`config.mk`:
```
export PLATFORM = sky130hd
export DESIGN_NAME = pwm_timer
export DESIGN_NICKNAME = d
export VERILOG_FILES = /design/src/rtl/pwm_timer.v
export VERILOG_INCLUDE_DIRS = /design/src /design/src/rtl
export SDC_FILE = /design/constraint.sdc
export NUM_CORES = 1
export LEC_CHECK = 0
export ABC_AREA = 1
export BUFFER_PORTS_ARGS = -buffer_cell sky130_fd_sc_hd__buf_2
export CAP_MARGIN = 20
export CORE_MARGIN = 4
export CORE_UTILIZATION = 45
export CTS_BUF_LIST = sky130_fd_sc_hd__clkbuf_16
export DETAILED_ROUTE_END_ITERATION = 8
export HOLD_SLACK_MARGIN = 0.12
export PLACE_DENSITY = 0.73
export SLEW_MARGIN = 20
export SYNTH_ARGS = -nofsm -noshare
export SYNTH_HDL_FRONTEND = slang
export SYNTH_SLANG_ARGS = --single-unit
```
`constraint.sdc`:
```
create_clock -name i_clk -period 3.61 [get_ports i_clk]
set_clock_uncertainty 0.05 [all_clocks]
set_input_delay 0.722 -clock i_clk [delete_from_list [all_inputs] [get_ports i_clk]]
set_output_delay 0.722 -clock i_clk [all_outputs]
set_load 0.03 [all_outputs]
```
`src/rtl/pwm_timer_consts.vh`:
```
/*
 * constants for the three-channel pwm timer: register offsets, field positions,
 * reset values and mode codes. assumes an axi4-lite slave with 32-bit data.
 */
`ifndef PWM_TIMER_CONSTS_VH
`define PWM_TIMER_CONSTS_VH

// ==================================================================
// register byte offsets
`define OFS_CONTROL      8'h00
`define OFS_CMD          8'h04
`define OFS_PERIOD       8'h08
`define OFS_COUNTER      8'h0c
`define OFS_COMPARE0     8'h10
`define OFS_COMPARE1     8'h14
`define OFS_COMPARE2     8'h18
`define OFS_STATE_MODIFY 8'h1c
`define OFS_STATUS       8'h20
`define OFS_MODE         8'h24

// ==================================================================
// control register fields
`define CTL_CLKSEL_LSB   0
`define CTL_PRE_BIT      3
`define CTL_ALIGN_BIT    4
`define CTL_SSHOT_BIT    5
`define CTL_INSEL_LSB    6

// command register bits (write-one pulses)
`define CMD_RUN_SET      0
`define CMD_RUN_CLR      1
`define CMD_COUNT        2
`define CMD_SHADOW       3

// state-modify register: set bits 0..2, clear bits 8..10
`define SM_CLR_LSB       8

// status register fields
`define ST_STATE_LSB     0
`define ST_DIR_BIT       3
`define ST_RUN_BIT       4
`define ST_RISE_LSB      8
`define ST_FALL_LSB      12

// ==================================================================
// codes and reset values
`define INSEL_TIMER      2'h0
`define INSEL_SOFT       2'h1
`define INSEL_RISE       2'h2
`define INSEL_FALL       2'h3
`define MODE_HYST        4'h9
`define PRE_EXTRA_BITS   8
`define RST_WORD16       16'h0000
`define ONE16            16'h0001
`define AXI_OKAY         2'h0
`define AXI_SLVERR       2'h2

`endif

```
`src/rtl/pwm_timer.v`:
```
/*
 * main pwm timer with three compare channels and an axi4-lite register slave.
 * assumes one 100 mhz clock; external timer input and position/overcurrent
 * inputs are asynchronous pins and are synchronised here.
 */
`timescale 1ns/1ps
`default_nettype none
`include "pwm_timer_consts.vh"

// How it works
// - input select 00 clocks timer from prescaler plus optional divide-by-256.
// - prescaler held cleared while run bit is zero.
// - clock select n divides by 2**n; extra divider multiplies by 256.
// - input select 01 counts one step per software count-pulse write.
// - input select 10/11 counts on rising/falling external input edges.
// - edge-aligned counts up, clears after period match; period is value+1.
// - center-aligned period match while up sets direction down next clock.
// - center-aligned count 0001 while down sets direction up next clock.
// - direction changes one timer clock after match; one step old direction.
// - single-shot bit clears run bit when current period completes.
// - edge-aligned single-shot stops as counter wraps to zero.
// - center-aligned single-shot stops when counting down reaches zero.
// - channels compare with active value loaded from shadow on transfer.
// - compare-driven state changes only while run bit is one.
// - state sets after up-count compare match, or zero plus compare match.
// - state clears after down-count match, or zero match without compare.
// - software forces state bits set or clear via state-modify register.
// - rising event on up-count match, falling on down-count match.
// - mode 1001 holds state zero while position input is zero.
// - position inputs sampled on module clock; ignored in normal mode.
// - period reads return active value; writes go to shadow.
// - zero match at 0000, one match at 0001.
// - counter writes ignored while running, immediate while stopped.
module pwm_timer #(
  parameter WIDTH = 16
) (
  // clock and reset
  input  wire              i_clk,
  input  wire              i_rst_n,
  // axi4-lite slave
  input  wire [7:0]        i_awaddr,
  input  wire              i_awvalid,
  output wire              o_awready,
  input  wire [31:0]       i_wdata,
  input  wire [3:0]        i_wstrb,
  input  wire              i_wvalid,
  output wire              o_wready,
  output reg  [1:0]        o_bresp,
  output reg               o_bvalid,
  input  wire              i_bready,
  input  wire [7:0]        i_araddr,
  input  wire              i_arvalid,
  output wire              o_arready,
  output reg  [31:0]       o_rdata,
  output reg  [1:0]        o_rresp,
  output reg               o_rvalid,
  input  wire              i_rready,
  // pins
  input  wire              i_external_timer_input,
  input  wire [2:0]        i_position_overcurrent_input,
  // status out
  output wire [2:0]        o_channel_state_bit,
  output reg  [2:0]        o_rising_compare_event,
  output reg  [2:0]        o_falling_compare_event,
  output wire              o_timer_run_bit,
  output wire              o_count_direction_flag
);

  // ==================================================================
  // registers
  reg  [2:0]       clock_divide_select;
  reg              extra_divider_enable;
  reg              align_mode_bit;
  reg              single_shot_bit;
  reg  [1:0]       timer_input_select;
  reg  [11:0]      channel_mode_register;
  reg  [WIDTH-1:0] period_active;
  reg  [WIDTH-1:0] period_shadow;
  reg  [WIDTH-1:0] active_compare_value [0:2];
  reg  [WIDTH-1:0] shadow_compare_value [0:2];
  reg  [WIDTH-1:0] counter;
  reg              count_direction_flag;
  reg              timer_run_bit;
  reg  [2:0]       channel_state_bit;
  reg  [2:0]       rise_sticky;
  reg  [2:0]       fall_sticky;
  reg  [14:0]      prescaler;
  reg  [2:0]       ext_sync;
  reg  [2:0]       pos_s1;
  reg  [2:0]       pos_s2;
  reg  [2:0]       pos_s3;
  reg  [2:0]       pos_state;

  // ==================================================================
  // axi4-lite handshake: write taken when address and data both present
  reg              aw_held;
  reg              w_held;
  reg  [7:0]       aw_addr;
  reg  [31:0]      w_data;
  reg  [3:0]       w_strb;
  wire             aw_take = i_awvalid & ~aw_held & ~o_bvalid;
  wire             w_take  = i_wvalid & ~w_held & ~o_bvalid;
  wire             have_aw = aw_held | aw_take;
  wire             have_w  = w_held | w_take;
  wire             wr_go   = have_aw & have_w & ~o_bvalid;
  wire [7:0]       wr_addr = aw_held ? aw_addr : i_awaddr;
  wire [31:0]      wr_data = w_held ? w_data : i_wdata;
  wire [3:0]       wr_strb = w_held ? w_strb : i_wstrb;
  assign o_awready = ~aw_held & ~o_bvalid;
  assign o_wready  = ~w_held & ~o_bvalid;
  assign o_arready = ~o_rvalid;
  wire             rd_go   = i_arvalid & ~o_rvalid;

  wire wr_ctl   = wr_go & (wr_addr == `OFS_CONTROL);
  wire wr_cmd   = wr_go & (wr_addr == `OFS_CMD);
  wire wr_per   = wr_go & (wr_addr == `OFS_PERIOD);
  wire wr_cnt   = wr_go & (wr_addr == `OFS_COUNTER);
  wire wr_sm    = wr_go & (wr_addr == `OFS_STATE_MODIFY);
  wire wr_mode  = wr_go & (wr_addr == `OFS_MODE);
  wire wr_stat  = wr_go & (wr_addr == `OFS_STATUS);
  wire [2:0] wr_cmp;
  assign wr_cmp[0] = wr_go & (wr_addr == `OFS_COMPARE0);
  assign wr_cmp[1] = wr_go & (wr_addr == `OFS_COMPARE1);
  assign wr_cmp[2] = wr_go & (wr_addr == `OFS_COMPARE2);
  wire wr_known = wr_ctl | wr_cmd | wr_per | wr_cnt | wr_sm | wr_mode | wr_stat | (|wr_cmp);

  wire cmd_lane = wr_cmd & wr_strb[0];
  wire run_set  = cmd_lane & wr_data[`CMD_RUN_SET];
  wire run_clr  = cmd_lane & wr_data[`CMD_RUN_CLR];
  wire count_pulse_bit        = cmd_lane & wr_data[`CMD_COUNT];
  wire shadow_transfer_signal = cmd_lane & wr_data[`CMD_SHADOW];

  always @(posedge i_clk) begin
    if (!i_rst_n) begin
      aw_held  <= 1'b0;
      w_held   <= 1'b0;
      aw_addr  <= 8'h00;
      w_data   <= 32'h0000_0000;
      w_strb   <= 4'h0;
      o_bvalid <= 1'b0;
      o_bresp  <= `AXI_OKAY;
    end else begin
      if (aw_take & ~wr_go) begin
        aw_held <= 1'b1;
        aw_addr <= i_awaddr;
      end
      if (w_take & ~wr_go) begin
        w_held <= 1'b1;
        w_data <= i_wdata;
        w_strb <= i_wstrb;
      end
      if (wr_go) begin
        aw_held  <= 1'b0;
        w_held   <= 1'b0;
        o_bvalid <= 1'b1;
        o_bresp  <= wr_known ? `AXI_OKAY : `AXI_SLVERR;
      end else if (o_bvalid & i_bready) begin
        o_bvalid <= 1'b0;
      end
    end
  end

  // ==================================================================
  // pin synchronisers: a change counts when the second and third stages agree
  always @(posedge i_clk) begin
    if (!i_rst_n) begin
      ext_sync  <= 3'h0;
      pos_s1    <= 3'h0;
      pos_s2    <= 3'h0;
      pos_s3    <= 3'h0;
      pos_state <= 3'h0;
    end else begin
      ext_sync <= {ext_sync[1:0], i_external_timer_input};
      pos_s1   <= i_position_overcurrent_input;
      pos_s2   <= pos_s1;
      pos_s3   <= pos_s2;
      pos_state <= (pos_s2 & pos_s3) | (pos_state & (pos_s2 | pos_s3));
    end
  end
  reg ext_level;
  reg ext_prev;
  always @(posedge i_clk) begin
    if (!i_rst_n) begin
      ext_level <= 1'b0;
      ext_prev  <= 1'b0;
    end else begin
      if (ext_sync[1] == ext_sync[2])
        ext_level <= ext_sync[2];
      ext_prev <= ext_level;
    end
  end

  // ==================================================================
  // timer clock enable selection
  wire [14:0] pre_mask = ((15'h0001 << clock_divide_select)
                          << (extra_divider_enable ? `PRE_EXTRA_BITS : 0)) - 15'h0001;
  wire pre_tick = ((prescaler & pre_mask) == pre_mask);
  reg  timer_tick;
  always @* begin
    case (timer_input_select)
      `INSEL_TIMER: timer_tick = pre_tick;
      `INSEL_SOFT:  timer_tick = count_pulse_bit;
      `INSEL_RISE:  timer_tick = ext_level & ~ext_prev;
      `INSEL_FALL:  timer_tick = ~ext_level & ext_prev;
      default:      timer_tick = 1'b0;
    endcase
  end
  // counting only while running
  wire step = timer_tick & timer_run_bit;

  always @(posedge i_clk) begin
    if (!i_rst_n) begin
      prescaler <= 15'h0000;
    end else if (!timer_run_bit || pre_tick) begin
      prescaler <= 15'h0000;
    end else begin
      prescaler <= prescaler + 15'h0001;
    end
  end

  // ==================================================================
  // counter, direction and run bit
  // zero and one matches
  wire zero_match   = (counter == `RST_WORD16);
  wire one_match    = (counter == `ONE16);
  wire period_match = (counter == period_active);

  always @(posedge i_clk) begin
    if (!i_rst_n) begin
      counter              <= `RST_WORD16;
      count_direction_flag <= 1'b0;
      timer_run_bit        <= 1'b0;
    end else begin
      if (run_set)
        timer_run_bit <= 1'b1;
      else if (run_clr)
        timer_run_bit <= 1'b0;
      if (wr_cnt && !timer_run_bit) begin
        counter <= wr_data[WIDTH-1:0];
      end else if (step) begin
        if (!align_mode_bit) begin
          count_direction_flag <= 1'b0;
          if (period_match) begin
            counter <= `RST_WORD16;
            if (single_shot_bit)
              timer_run_bit <= 1'b0;
          end else begin
            counter <= counter + `ONE16;
          end
        end else begin
          counter <= count_direction_flag ? counter - `ONE16 : counter + `ONE16;
          if (!count_direction_flag && period_match)
            count_direction_flag <= 1'b1;
          if (count_direction_flag && one_match) begin
            count_direction_flag <= 1'b0;
            if (single_shot_bit)
              timer_run_bit <= 1'b0;
          end
        end
      end
    end
  end

  // ==================================================================
  // compare channels
  wire [2:0] channel_match_signal;
  reg  [2:0] next_state;
  genvar g;
  generate
    for (g = 0; g < 3; g = g + 1) begin : chan
      assign channel_match_signal[g] = (counter == active_compare_value[g]);
    end
  endgenerate
  integer k;
  integer j;
  always @* begin
    next_state = channel_state_bit;
    for (k = 0; k < 3; k = k + 1) begin
      if (step) begin
        if (!count_direction_flag && channel_match_signal[k])
          next_state[k] = 1'b1;
        else if (count_direction_flag && channel_match_signal[k])
          next_state[k] = 1'b0;
        else if (!count_direction_flag && zero_match)
          next_state[k] = 1'b0;
      end
      if (wr_sm && wr_data[k])
        next_state[k] = 1'b1;
      if (wr_sm && wr_data[`SM_CLR_LSB + k])
        next_state[k] = 1'b0;
      if (channel_mode_register[4*k +: 4] == `MODE_HYST && !pos_state[k])
        next_state[k] = 1'b0;
    end
  end

  always @(posedge i_clk) begin
    if (!i_rst_n) begin
      channel_state_bit       <= 3'h0;
      o_rising_compare_event  <= 3'h0;
      o_falling_compare_event <= 3'h0;
      rise_sticky             <= 3'h0;
      fall_sticky             <= 3'h0;
    end else begin
      channel_state_bit <= next_state;
      o_rising_compare_event  <= {3{step & ~count_direction_flag}} & channel_match_signal;
      o_falling_compare_event <= {3{step & count_direction_flag}} & channel_match_signal;
      // set wins over a write-one clear in the same cycle
      rise_sticky <= (rise_sticky & ~({3{wr_stat}} & wr_data[`ST_RISE_LSB +: 3]))
                   | ({3{step & ~count_direction_flag}} & channel_match_signal);
      fall_sticky <= (fall_sticky & ~({3{wr_stat}} & wr_data[`ST_FALL_LSB +: 3]))
                   | ({3{step & count_direction_flag}} & channel_match_signal);
    end
  end

  // ==================================================================
  // configuration and shadow registers
  always @(posedge i_clk) begin
    if (!i_rst_n) begin
      clock_divide_select   <= 3'h0;
      extra_divider_enable  <= 1'b0;
      align_mode_bit        <= 1'b0;
      single_shot_bit       <= 1'b0;
      timer_input_select    <= `INSEL_TIMER;
      channel_mode_register <= 12'h000;
      period_active         <= `RST_WORD16;
      period_shadow         <= `RST_WORD16;
      for (j = 0; j < 3; j = j + 1) begin
        active_compare_value[j] <= `RST_WORD16;
        shadow_compare_value[j] <= `RST_WORD16;
      end
    end else begin
      if (wr_ctl && wr_strb[0]) begin
        clock_divide_select  <= wr_data[`CTL_CLKSEL_LSB +: 3];
        extra_divider_enable <= wr_data[`CTL_PRE_BIT];
        align_mode_bit       <= wr_data[`CTL_ALIGN_BIT];
        single_shot_bit      <= wr_data[`CTL_SSHOT_BIT];
        timer_input_select   <= wr_data[`CTL_INSEL_LSB +: 2];
      end
      if (wr_mode)
        channel_mode_register <= wr_data[11:0];
      if (wr_per)
        period_shadow <= wr_data[WIDTH-1:0];
      for (j = 0; j < 3; j = j + 1) begin
        if (wr_cmp[j])
          shadow_compare_value[j] <= wr_data[WIDTH-1:0];
      end
      if (shadow_transfer_signal) begin
        period_active <= period_shadow;
        for (j = 0; j < 3; j = j + 1)
          active_compare_value[j] <= shadow_compare_value[j];
      end
    end
  end

  // ==================================================================
  // read channel, one cycle after the address is taken
  reg [31:0] rd_mux;
  always @* begin
    rd_mux = 32'h0000_0000;
    case (i_araddr)
      `OFS_CONTROL:      rd_mux = {24'h000000, timer_input_select, single_shot_bit,
                                   align_mode_bit, extra_divider_enable, clock_divide_select};
      `OFS_PERIOD:       rd_mux = {16'h0000, period_active};
      `OFS_COUNTER:      rd_mux = {16'h0000, counter};
      `OFS_COMPARE0:     rd_mux = {16'h0000, shadow_compare_value[0]};
      `OFS_COMPARE1:     rd_mux = {16'h0000, shadow_compare_value[1]};
      `OFS_COMPARE2:     rd_mux = {16'h0000, shadow_compare_value[2]};
      `OFS_STATUS:       rd_mux = {17'h00000, fall_sticky, 1'b0, rise_sticky, 3'h0,
                                   timer_run_bit, count_direction_flag, channel_state_bit};
      `OFS_MODE:         rd_mux = {20'h00000, channel_mode_register};
      default:           rd_mux = 32'h0000_0000;
    endcase
  end
  wire rd_known = (i_araddr == `OFS_CONTROL) | (i_araddr == `OFS_CMD) | (i_araddr == `OFS_PERIOD)
                | (i_araddr == `OFS_COUNTER) | (i_araddr == `OFS_COMPARE0) | (i_araddr == `OFS_COMPARE1)
                | (i_araddr == `OFS_COMPARE2) | (i_araddr == `OFS_STATE_MODIFY)
                | (i_araddr == `OFS_STATUS) | (i_araddr == `OFS_MODE);

  always @(posedge i_clk) begin
    if (!i_rst_n) begin
      o_rvalid <= 1'b0;
      o_rdata  <= 32'h0000_0000;
      o_rresp  <= `AXI_OKAY;
    end else if (rd_go) begin
      o_rvalid <= 1'b1;
      o_rdata  <= rd_mux;
      o_rresp  <= rd_known ? `AXI_OKAY : `AXI_SLVERR;
    end else if (o_rvalid & i_rready) begin
      o_rvalid <= 1'b0;
    end
  end

  assign o_channel_state_bit    = channel_state_bit;
  assign o_timer_run_bit        = timer_run_bit;
  assign o_count_direction_flag = count_direction_flag;

endmodule // pwm_timer
`default_nettype wire

```
=== Yosys cells after proc, flatten, opt, wreduce, memory -nomap -nowiden ===
Memories as Yosys holds them, arrays and structs flattened.
Cells that the tools add are included.

* Flip-flop bits (word level): 182
* RAM bits: 96
* Memories: 2

* $add $sub $neg: 4
* Equal/unequal tests: 32
* Shift operators: 2
* Mux-type cells: 60
* Bitwise operators: 82
* Reduce and logical (&&, ||, !) cells: 49

{| class="wikitable"
|+ Memories
! name !! words !! bits a word !! read ports !! clocked after Yosys merged registers in !! wr ports !! RTL line !! source
|-
| active_compare_value || 3 || 16 || 3 || 0 || 3 || pwm_timer.v:79 || <nowiki>reg [WIDTH-1:0] active_compare_value [0:2];</nowiki>
|-
| shadow_compare_value || 3 || 16 || 3 || 0 || 3 || pwm_timer.v:80 || <nowiki>reg [WIDTH-1:0] shadow_compare_value [0:2];</nowiki>
|}

{| class="wikitable"
|+ Operator list
! kind !! number
|-
| $mux 16 || 12
|-
| $pmux 16 s8 || 1
|-
| $eq 16x16->1 || 4
|-
| $eq 8x5->1 const B || 8
|-
| $mux 1 || 42
|-
| $and 1x1->1 || 33
|-
| $eq 8x4->1 const B || 4
|-
| $eq 8x6->1 const B || 4
|-
| $and 3x3->3 || 8
|-
| $or 1x1->1 || 24
|-
| $logic_and 1x1->1 || 20
|-
| $add 16x1->16 const B || 1
|-
| $eq 16x1->1 const B || 1
|-
| $eq 8x3->1 const B || 2
|-
| $logic_not 16->1 || 1
|-
| $logic_not 8->1 || 2
|-
| $sub 16x1->16 const B || 1
|-
| $add 15x1->15 const B || 1
|-
| $and 15x15->15 || 1
|-
| $eq 15x15->1 || 1
|-
| $shl 1x3->15 const A || 1
|-
| $shl 15x4->15 || 1
|-
| $sub 15x1->15 const B || 1
|-
| $eq 4x4->1 const B || 3
|-
| other kinds (20) || 52
|}

=== Logic depth before layout (Yosys ltp) ===
Gate-level depths: netlist of run 1.

* Depth after elaboration: 16
* Mapped depth: 20

=== Least setup slack after synthesis of run 1 ===
No wires, ideal clock.

* Kind: input to register
* Start point: input i_awaddr[7]
* End point: memory active_compare_value[0][0], enable pin
* Library setup time: 387 ps
* Arrival time: 2425 ps
* Slack: 748 ps
* Cell stages on the path: 8
* Cell sequence: nor2_1 > nand2_1 > nand2_1 > nand2_1 > nor2_2 > nand3_1 > o21ai_1 > buf_2

{| class="wikitable"
|+ RTL lines
! element !! RTL line !! source
|-
| start, declared || pwm_timer.v:41 || <nowiki>input wire [7:0] i_awaddr,</nowiki>
|-
| end, declared || pwm_timer.v:79 ||
|}

=== Worst setup path in the final report of run 1 ===
* Start point: register clock_divide_select[2]
* End point: register o_falling_compare_event[2]

* Word-level cells in the longest chain between the ends: 9

{| class="wikitable"
|+ Ends and longest elaborated chain
! element !! RTL line !! source
|-
| start, declared || pwm_timer.v:71 || <nowiki>reg [2:0] clock_divide_select;</nowiki>
|-
| start signal, assigned || pwm_timer.v:333 || <nowiki>clock_divide_select <= wr_data[`CTL_CLKSEL_LSB +: 3];</nowiki>
|-
| $shl 1x3->15 * || pwm_timer.v:195 || <nowiki>wire [14:0] pre_mask = ((15'h0001 << clock_divide_select)</nowiki>
|-
| $shl 15x4->15 * || pwm_timer.v:195 ||
|-
| $sub 15x1->15 * || pwm_timer.v:195 ||
|-
| $and 15x15->15 || pwm_timer.v:197 || <nowiki>wire pre_tick = ((prescaler & pre_mask) == pre_mask);</nowiki>
|-
| $eq 15x15->1 * || pwm_timer.v:197 ||
|-
| $pmux 1 s4 * || pwm_timer.v:200 || <nowiki>case (timer_input_select)</nowiki>
|-
| $and 1x1->1 * || pwm_timer.v:209 || <nowiki>wire step = timer_tick & timer_run_bit;</nowiki>
|-
| $and 1x1->1 * || pwm_timer.v:306 || <nowiki>o_falling_compare_event <= {3{step & count_direction_flag}} & channel_match_signal;</nowiki>
|-
| $and 3x3->3 * || pwm_timer.v:306 ||
|-
| end signal, assigned || pwm_timer.v:306 ||
|-
| end, declared || pwm_timer.v:64 || <nowiki>output reg [2:0] o_falling_compare_event,</nowiki>
|}

Every way passes the cells marked *; elsewhere a longest branch is shown, timed or not.
A chain may end at the register's enable or synchronous reset.

==> results of run 1 <==
==> flip-flops by register name, summed over array words and instances (netlist names), 8 cells and up <==
signal and count:
aw_addr 8, w_data 16, o_rdata 16, active_compare_value 48, counter 16, channel_mode_register 12
shadow_compare_value 48, period_active 16, prescaler 15, period_shadow 16
==> power by group <==
| part | internal, W | switching (W) |
|---|---|---|
| clock | 0.00179 | 0.00119 |
| combinational | 0.000178 | 0.000446 |
| sequential | 0.00313 | 0.0000489 |
| total | 0.00510 | 0.00168 |
==> Yosys cell counts (5+ instances only) <==
| library cell | count |
|---|---|
| a21oi_1 | 88 |
| a21oi_2 | 7 |
| buf_2 | 21 |
| buf_4 | 23 |
| clkbuf_1 | 38 |
| clkinv_1 | 7 |
| dfxtp_1 | 164 |
| edfxtp_1 | 96 |
| ha_1 | 6 |
| inv_1 | 212 |
| inv_2 | 6 |
| nand2_1 | 260 |
| nand2_2 | 9 |
| nand3_1 | 50 |
| nand4_1 | 30 |
| nor2_1 | 221 |
| nor3_1 | 24 |
| nor4_1 | 9 |
| o2111ai_1 | 5 |
| o211ai_1 | 8 |
| o21ai_0 | 112 |
| o21ai_1 | 10 |
| o221ai_1 | 6 |
| o22ai_1 | 45 |
| o31ai_1 | 13 |
| or2_2 | 25 |
| xnor2_1 | 33 |
| xor2_1 | 30 |
==> how the worst max path moves through the flow <==
stage	startpoint	endpoint	slack, ns	cells past startpoint
global placement	clock_divide_select[2]	counter[14]	0.79	18
floorplan	i_awaddr[7]	active_compare_value[0][0]	0.75	8
detailed placement	i_awaddr[0]	shadow_compare_value[0][14]	0.72	10
finish	clock_divide_select[2]	o_falling_compare_event[2]	0.74	17
CTS	clock_divide_select[2]	counter[14]	0.75	18
global route	clock_divide_select[2]	counter[14]	0.48	18
==> critical path, stage by stage, from the launching register on <==
cell     delay (ns)
dfxtp_1        0.54
nor2_1         0.13
nand3_1        0.09
ha_1           0.31
inv_1          0.09
nor2_1         0.11
nand2_1        0.06
nand2_1        0.05
nor2_1         0.04
nor2_1         0.08
nand2_1        0.07
nor2_2         0.13
nand4_2        0.12
nand2_4        0.14
nand2_4        0.16
inv_1          0.16
nand3_1        0.21
nor2_1         0.23
==> layout make-up <==
type / count / area (sq um)
inverter: 225 / 844.6
timing repair buffer: 112 / 673.1
fill: 2633 / 13360
sequential: 260 / 6166
clock inverter: 23 / 274.0
tap: 378 / 473.0
multi-input combinational: 1047 / 5318
clock buffer: 27 / 675.6
==> routing by layer <==
| layer | vias to the layer above | global-route usage (%) |
|---|---|---|
| met3 | 91 | 4.240 |
| met2 | 599 | 37.39 |
| met1 | 5079 | 31.00 |
| met4 | 0 | 8.220 |
| met5 | - | 0 |
| li1 | 5350 | - |
==> cell families (layout without fill, tap and decap cells) <==
group,Yosys count,count (layout),synth area share [%]
AO/OA/AOI/OAI,306,306,13.72
flip-flops,260,260,48.55
other,1,18,0.02953
multiplexers,1,1,0.07881
XOR/XNOR,63,63,4.344
adder cells (fa/ha/maj),6,6,0.5911
AND/OR/NAND/NOR,653,653,22.49
buffers and inverters,311,387,10.20
==> through the flow <==
stage / instance area [sq um] / setup slack [ns] / total power [W] / cells
6_report: 14420 / 0.7366 / 0.006784 / 2072
3_5_place_dp: 13470 / 0.7235 / 0.003855 / 2022
3_3_place_gp: 13470 / 0.7897 / 0.003843 / 2022
4_1_cts: 14420 / 0.7497 / 0.006796 / 2072
5_1_grt: 14420 / 0.4810 / 0.007007 / 2072
2_1_floorplan: 12760 / 0.7483 / 0.003627 / 1618
==> impl_results.md, run 1 <==
- # hold bufs at CTS: 0
- # clock sinks: 260
- Initial antenna violation count: 0
- Max Freq: 0.3480 GHz
- TritonRoute pass-1 iters: 7
- Seq/Total Area, Yosys: between 40% and 50%
- Clock Latency Late Sink: between 0.5 and 0.6 ns
- Routed vias: 11,120
- Antenna cell count: 0
- Pleak: 5.956 nW
- Nets: between 1,500 and 2,000
- Routed met1 length: about 15,000 um
- Mean Syn Cell Area: 7.933 sq um
- Leading cell type in the layout, fill and taps excluded: nand2_1
- RSZ-0062 raised after global routing: no
- WL met3: 3783 um
- Top sig layer: met4
- Port Buffers: 77
- TNS Setup: 0 ns
- Largest net degree at the start of global routing: 72
- Cell taking the most area after synthesis: dfxtp_1
- Startpoint Class: flop
- Vias in the first global route: 10,450
- Synth Instances: 1,601
- Hold slack: 0.2880 ns
- GRT overflow: 0
- Area Overhead vs Synth: 13.56%
- Post-CTS Setup Repair Bufs: 0
- PD cells: around 470 nW/um^2
- Met2 Wirelength: 16,520 um
- Largest fanout on the critical path: 14
- First-pass GRT wire length: 56,860 um
- Max-cap viol count: 0
- Vias per cell: around 5.4
- Worst Reg-to-Reg Cells: 17
- Worst EP arrival: around 3.3 ns
- Initial DRC count: 1,150
- Mapped Area: around 13,000 sq um
- Clock root buffer: clkbuf_16
- Hold/Removal Path Class: in -> reg
- Post-synth ARST share: 0%
- Hold Crit Endpoint: pos_s1[2]
- Post-layout util: 51.92%
- CTS tree: yes
- Initial Utilization: 45.72%
- Die area: 30,980 sq um
- Max transition margin: 29.63%
- Post-route ant nets: 0
- Required time of the critical path: 4.04 ns
- Fin. max-slew vios: 0
- EDFF count, synth: 96
- GRT Total Usage: 23.01%
- Dpl hpwl: 26,050 um
- Peak supply drop: 0.3543 mV
- Worst-path clk slew: 0.06 ns
- # rows: 61
- Top cell type's share of synthesized area: between 20% and 30%
- Main area contributors after synthesis: dfxtp_1, edfxtp_1, nand2_1
- Die X: 176 um
- Number of library cell types mapped by synthesis: between 40 and 50
- Htree depth: 1
- CP endpoint kind: flop
- Synth Warn #: 0
- CTS buffer count: 27
- GPL Wtd Cong: 0.9356
- Status: finished clean
- Placeable Area: ~28,000 sq um
- Die Ht: approximately 180 um
- Post-Route WL: 36,380 um
- WL/cell: about 18 um
- Tightest Pin Transition: 1.045 ns
- Final Hold Vio Count: 0
- Ports: around 120
- Register bit total from synthesis: 260
- Remaining DRCs: 0
- Top FF cell, synth: dfxtp_1
- Worst R2R Start: clock_divide_select[2]
- Share of layout cells above drive strength 1: between 10% and 20%
- Final setup fails: 0
- Worst hold start: i_position_overcurrent_input[2]
- Resized cells post-CTS: 0
- Commonest non-fill, non-tap cells in the layout: nand2_1, nor2_1, inv_1
- Worst Hold Depth: 3
- Maximum root-to-sink buffer count: 3
- Worst Setup Path Type: reg -> reg
- Final period utilization: 79.60%
- Register-to-register setup slack: 0.74 ns
- Reg-to-Reg End: o_falling_compare_event[2]
- Tmin final: about 2.9 ns
Power figures use the tool's default switching activity.
==> run 2: changes to the inputs <==
PLACE_DENSITY = 0.76   (was 0.73)
clock period = 2.6 ns   (was 3.61 ns; I/O delays follow)
==> impl_results.md, run 2 (synthesis results as in run 1) <==
- Final period utilization: 94.08% (+14 points)
- Worst Setup SP: counter[9]
- Clock root buffer: clkbuf_16
- Maximum root-to-sink buffer count: 3 (unchanged)
- Clock share of power: 43.0% (-0.9 points)
- Initial Utilization: 45.72% (unchanged)
- Ports: 115 (unchanged)
- CTS buffer count: 27 (unchanged)
- Dpl hpwl: 27,610 um (+6.0%)
- GRT overflow: 0 (unchanged)
- Vias per cell: 5.448 (+1.5%)
- Startpoint Class: flop
- WL/cell: 17.95 um (+2.2%)
- Clock Latency Late Sink: 0.56 ns (about the same)
- Antenna cell count: 0 (unchanged)
- Worst-path clk slew: 0.07 ns (about the same)
- Max transition margin: 45.78% (+16 points)
- Post-route ant nets: 0 (unchanged)
- Cell Int Power: 0.007018 W (+37%)
- Vias in the first global route: 10,920 (+4.5%)
- Leading cell type in the layout, fill and taps excluded: nand2_1
- Post-layout util: 53.56% (+1.6 points)
- Share of layout cells above drive strength 1: 15.96% (+3.2 points)
- Largest fanout on the critical path: 11 (-3)
- Initial antenna violation count: 0 (unchanged)
- # clock sinks: 260 (unchanged)
- Worst EP arrival: 2.85 ns (-0.45 ns)
- Tmin final: 2.446 ns (-0.4273 ns)
- Die area: 30,980 sq um (unchanged)
- Pleak: 6.219 nW (+4.4%)
- Fin. max-slew vios: 0 (unchanged)
- Final Hold Vio Count: 0 (unchanged)
- PD cells: 630.2 nW/um^2 (+34%)
- Die Ht: 176 um (unchanged)
- Htree depth: 1 (unchanged)
- Placed Instances: 2,070 (+2.4%)
- Final setup fails: 0 (unchanged)
- Tightest Pin Transition: 0.8047 ns (-0.2398 ns)
- CP endpoint kind: flop
- GRT Total Usage: 23.65% (+0.64 points)
- Initial DRC count: 1,090 (-5.2%)
- Status: finished clean
- Required time of the critical path: 3.01 ns (-1.03 ns)
- Worst hold start: i_wdata[13]
- Logic pwr share: 9.9% (+0.7 points)
- Die X: 176 um (unchanged)
- Port Buffers: 77 (unchanged)
- Max-cap viol count: 0 (unchanged)
- Design area: 14,880 sq um (+3.2%)
- Routed vias: 11,580 (+4.2%)
- Place WS: 0.1389 ns (-0.5846 ns)
- Finished Layout Cells: 2,126 (+2.6%)
- Placeable Area: 27,780 sq um (unchanged)
- Commonest non-fill, non-tap cells in the layout: nand2_1, inv_1, nor2_1
- TritonRoute pass-1 iters: 6 (-1)
- Worst R2R Start: counter[9]
- Area Overhead vs Synth: 17.16%
- Worst Setup Path Type: reg -> reg
- Largest net degree at the start of global routing: 65 (-9.7%)
- Peak supply drop: 0.6123 mV (+73%)
- Switching share of total power: 25.17% (+0.40 points)
- Hold/Removal Path Class: in -> reg
- GPL Wtd Cong: 0.9504 (+1.6%)
- RSZ-0062 raised after global routing: yes
- Nets: 1,796 (+3.1%)
- First-pass GRT wire length: 58,140 um (+2.2%)
- Max Freq: 0.4088 GHz (+17%)
- Remaining DRCs: 0 (unchanged)
- Seq pwr share: 47.1% (+0.2 points)
- CTS tree: yes
- P_sw: 0.002360 W (+40%)
- Largest regs: active_compare_value: 48 flops, shadow_compare_value: 48 flops
- # rows: 61 (unchanged)
- Final worst slack: 0.1539 ns (-0.5827 ns)
- Post-Route WL: 38,160 um (+4.9%)
- Cell Area, Placed: 13,860 sq um (+2.9%)
run 2: cell count changes in the layout (fill, tap and decap cells not counted), sizes merged:
cell	delta
buf	+50
bufinv	-1
clkinv	+1
dlygate4sd3	+4
run 2: worst paths after layout:
path	slack (ns)	depth (start not counted)	to
hold / removal	0.16	3	w_data[13]
hold reg to reg	0.36	2	pos_s2[2]
setup / recovery	0.15	12	counter[13]
setup reg to reg	0.15	12	counter[13]
run 2: metal layers:
metal | vias to the layer above | GRT usage, % | routed length (um)
met3 | 147 | 6.167 | 4280
li1 | 5454 | - | -
met2 | 643 | 38.83 | 17160
met1 | 5339 | 29.60 | 14660
met4 | 0 | 10.27 | 2062
met5 | - | 0 | 0
run 2: what timing repair did:
action	CTS	global route
hold endpoints to repair	4	0
endpoints found under the setup margin	0	27
resized for setup	0	15
hold buffers	4	0
setup buffers	0	2
run 2: metrics by stage:
step	TNS [ns]	power (W)	hold WS [ns]
floorplan	0	0.005036	0.3405
global placement	0	0.005375	0.3430
detailed placement	0	0.005397	0.3484
CTS	0	0.009348	0.1537
global route	-0.05014	0.009633	0.1699
finish	0	0.009378	0.1558
run 2: area by class of cell:
cell class                 count  area, sq um
sequential                   260         6170
multi-input combinational   1047         5360
timing repair buffer         166         1117
tap                          378        473.0
clock buffer                  27        675.6
clock inverter                23        240.2
inverter                     225        844.6
fill                        2534        12900
run 2: worst max-delay path: stages (launching register included):
cell and delay, ns:
dfxtp_1 0.67, inv_1 0.25, nor2_1 0.28, nand2_1 0.10, nor2_1 0.20, nand2_1 0.10, o21ai_1 0.20, nand3_1 0.10
nand2_1 0.07, nand2_1 0.06, nand2_1 0.06, nor2_1 0.06, nor3_2 0.17
run 2: power groups by stage:
stage          clock [W]  sequential, W  combinational [W]
2_1_floorplan          0        0.00449           0.000543
3_3_place_gp           0        0.00450           0.000879
3_5_place_dp           0        0.00450           0.000893
4_1_cts          0.00403        0.00442           0.000904
5_1_grt          0.00420        0.00443            0.00100
6_report         0.00403        0.00442           0.000933
==> run 3: changes to the inputs <==
CTS_BUF_LIST = sky130_fd_sc_hd__clkbuf_2 sky130_fd_sc_hd__clkbuf_4 sky130_fd_sc_hd__clkbuf_8   (was sky130_fd_sc_hd__clkbuf_16)
==> impl_results.md, run 3 (synthesis results as in run 1) <==
- Worst Setup Path Type: reg -> reg
- Die Ht: 176 um (unchanged)
- Initial Utilization: 45.72% (unchanged)
- Die X: 176 um (unchanged)
- Max transition margin: 49.81% (+4.0 points)
- Fillcell total: 2,544 (+0.39%)
- Pleak: 6.225 nW (about the same)
- Design area: 14,840 sq um (-0.25%)
- Routed vias: 11,540 (-0.35%)
- Clock share of power: 41.0% (-2.0 points)
- Cell Int Power: 0.006736 W (-4.0%)
- Share of layout cells above drive strength 1: 17.53% (+1.6 points)
- Max Freq: 0.4054 GHz (-0.83%)
- Initial antenna violation count: 1 (+1)
- Final period utilization: 94.87% (+0.79 points)
- Vias per cell: 5.363 (-1.6%)
- GRT overflow: 0 (unchanged)
- Place WS: 0.1389 ns (unchanged)
- WL/cell: 17.74 um (-1.1%)
- Nets: 1,810 (+0.78%)
- Max-cap viol count: 0 (unchanged)
- Final worst slack: 0.1335 ns (-0.02044 ns)
- Worst EP arrival: 2.89 ns (+0.04 ns)
- Initial DRC count: 1,050 (-3.7%)
- Seq pwr share: 48.7% (+1.6 points)
- Largest net degree at the start of global routing: 65 (unchanged)
- Status: finished clean
- Maximum root-to-sink buffer count: 3 (unchanged)
- Peak supply drop: 0.4831 mV (-21%)
- Leading cell type in the layout, fill and taps excluded: nand2_1
- CP endpoint kind: flop
- Fin. max-slew vios: 0 (unchanged)
- Switching share of total power: 25.79% (+0.62 points)
- Port Buffers: 77 (unchanged)
- Hold slack: 0.1605 ns (+0.004779 ns)
- First-pass GRT wire length: 58,550 um (+0.71%)
- Ports: 115 (unchanged)
- Post-route ant nets: 0 (unchanged)
- Final Hold Vio Count: 0 (unchanged)
- Hold/Removal Path Class: in -> reg
- TNS Setup: 0 ns (unchanged)
- Post-Route WL: 38,180 um (about the same)
- # clock sinks: 260 (unchanged)
- Required time of the critical path: 3.02 ns (about the same)
- Startpoint Class: flop
- Clock root buffer: clkbuf_8
- Clock Latency Late Sink: 0.55 ns (about the same)
- # rows: 61 (unchanged)
- RSZ-0062 raised after global routing: yes
- PD cells: 611.5 nW/um^2 (-3.0%)
- Antenna cell count: 0 (unchanged)
- Htree depth: 2 (+1)
- Worst-path clk slew: 0.06 ns (about the same)
- Vias in the first global route: 11,010 (+0.82%)
- Dpl hpwl: 27,610 um (unchanged)
- Final setup fails: 0 (unchanged)
- CTS buffer count: 42 (+56%)
- Die area: 30,980 sq um (unchanged)
- Tmin final: 2.467 ns (+0.02044 ns)
- Cell Area, Placed: 13,860 sq um (unchanged)
- Tightest Pin Transition: 0.7450 ns (-0.05971 ns)
- GRT Total Usage: 23.88% (+0.23 points)
- Largest fanout on the critical path: 11 (unchanged)
- Commonest non-fill, non-tap cells in the layout: nand2_1, nor2_1, inv_1
- TritonRoute pass-1 iters: 6 (unchanged)
- Largest regs: active_compare_value: 48 flops, shadow_compare_value: 48 flops
- CTS tree: yes
- Placeable Area: 27,780 sq um (unchanged)
- GPL Wtd Cong: 0.9504 (unchanged)
- P_sw: 0.002341 W (-0.82%)
- Post-layout util: 53.43% (-0.14 points)
- Logic pwr share: 10.3% (+0.4 points)
- Remaining DRCs: 0 (unchanged)
- Area Overhead vs Synth: 16.87%
==> run 3: cell count changes in the layout (fill, tap and decap cells not counted), sizes merged <==
| cell | before | now |
|---|---|---|
| clkbuf | 27 | 70 |
| inv | 223 | 218 |
| bufinv | 5 | 1 |
| buf | 162 | 161 |
| clkinv | 19 | 12 |
==> run 3: path summary, 6_finish.rpt <==
path / startpoint / slack (ns) / cells after the start / end
worst max-delay path: counter[9] / 0.13 / 12 / counter[13]
worst min-delay path: i_wdata[5] / 0.16 / 3 / w_data[5]
worst max register to register: counter[9] / 0.13 / 12 / counter[13]
worst min register to register: ext_sync[0] / 0.36 / 2 / ext_sync[1]
==> run 3: timing repair <==
item | in CTS | in global routing
hold endpoints to repair | 4 | 0
endpoints found under the setup margin | 0 | 24
resized for setup | 0 | 14
setup buffers | 0 | 1
hold buffers | 4 | 0
==> run 3: layout make-up <==
class / instances / area, sq um / area share (%)
clock buffer: 70 / 825.8 / 5.564
clock inverter: 7 / 61.31 / 0.4130
inverter: 225 / 844.6 / 5.690
multi-input combinational: 1047 / 5360 / 36.11
sequential: 260 / 6168 / 41.56
tap: 378 / 473.0 / 3.186
timing repair buffer: 165 / 1110 / 7.477
==> run 3: metal layers <==
metal	track usage, %	part of all wire [%]	up-vias
met5	0	0.034	-
met4	10.49	4.8	2
met3	7.024	11	123
met2	38.97	45	638
met1	29.51	38	5296
li1	-	-	5483
==> run 3: critical path: stages, from the launching register on <==
cell,delay (ns)
dfxtp_1,0.68
inv_1,0.26
nor2_1,0.28
nand2_1,0.10
nor2_1,0.20
nand2_1,0.10
o21ai_1,0.20
nand3_1,0.10
nand2_1,0.07
nand2_1,0.06
nand2_1,0.06
nor2_1,0.06
nor3_2,0.17
==> run 3: through the flow <==
| stage | cells | power (W) |
|---|---|---|
| global placement | 2070 | 0.005375 |
| global route | 2152 | 0.009389 |
| floorplan | 1618 | 0.005036 |
| detailed placement | 2070 | 0.005397 |
| CTS | 2151 | 0.009086 |
| finish | 2152 | 0.009076 |
==> run 3: power groups by stage <==
| stage | clock, W | combinational (W) | sequential, W |
|---|---|---|---|
| 6_report | 0.00372 | 0.000934 | 0.00442 |
| 4_1_cts | 0.00376 | 0.000904 | 0.00442 |
| 3_3_place_gp | 0 | 0.000879 | 0.00450 |
| 3_5_place_dp | 0 | 0.000893 | 0.00450 |
| 2_1_floorplan | 0 | 0.000543 | 0.00449 |
| 5_1_grt | 0.00396 | 0.00100 | 0.00443 |
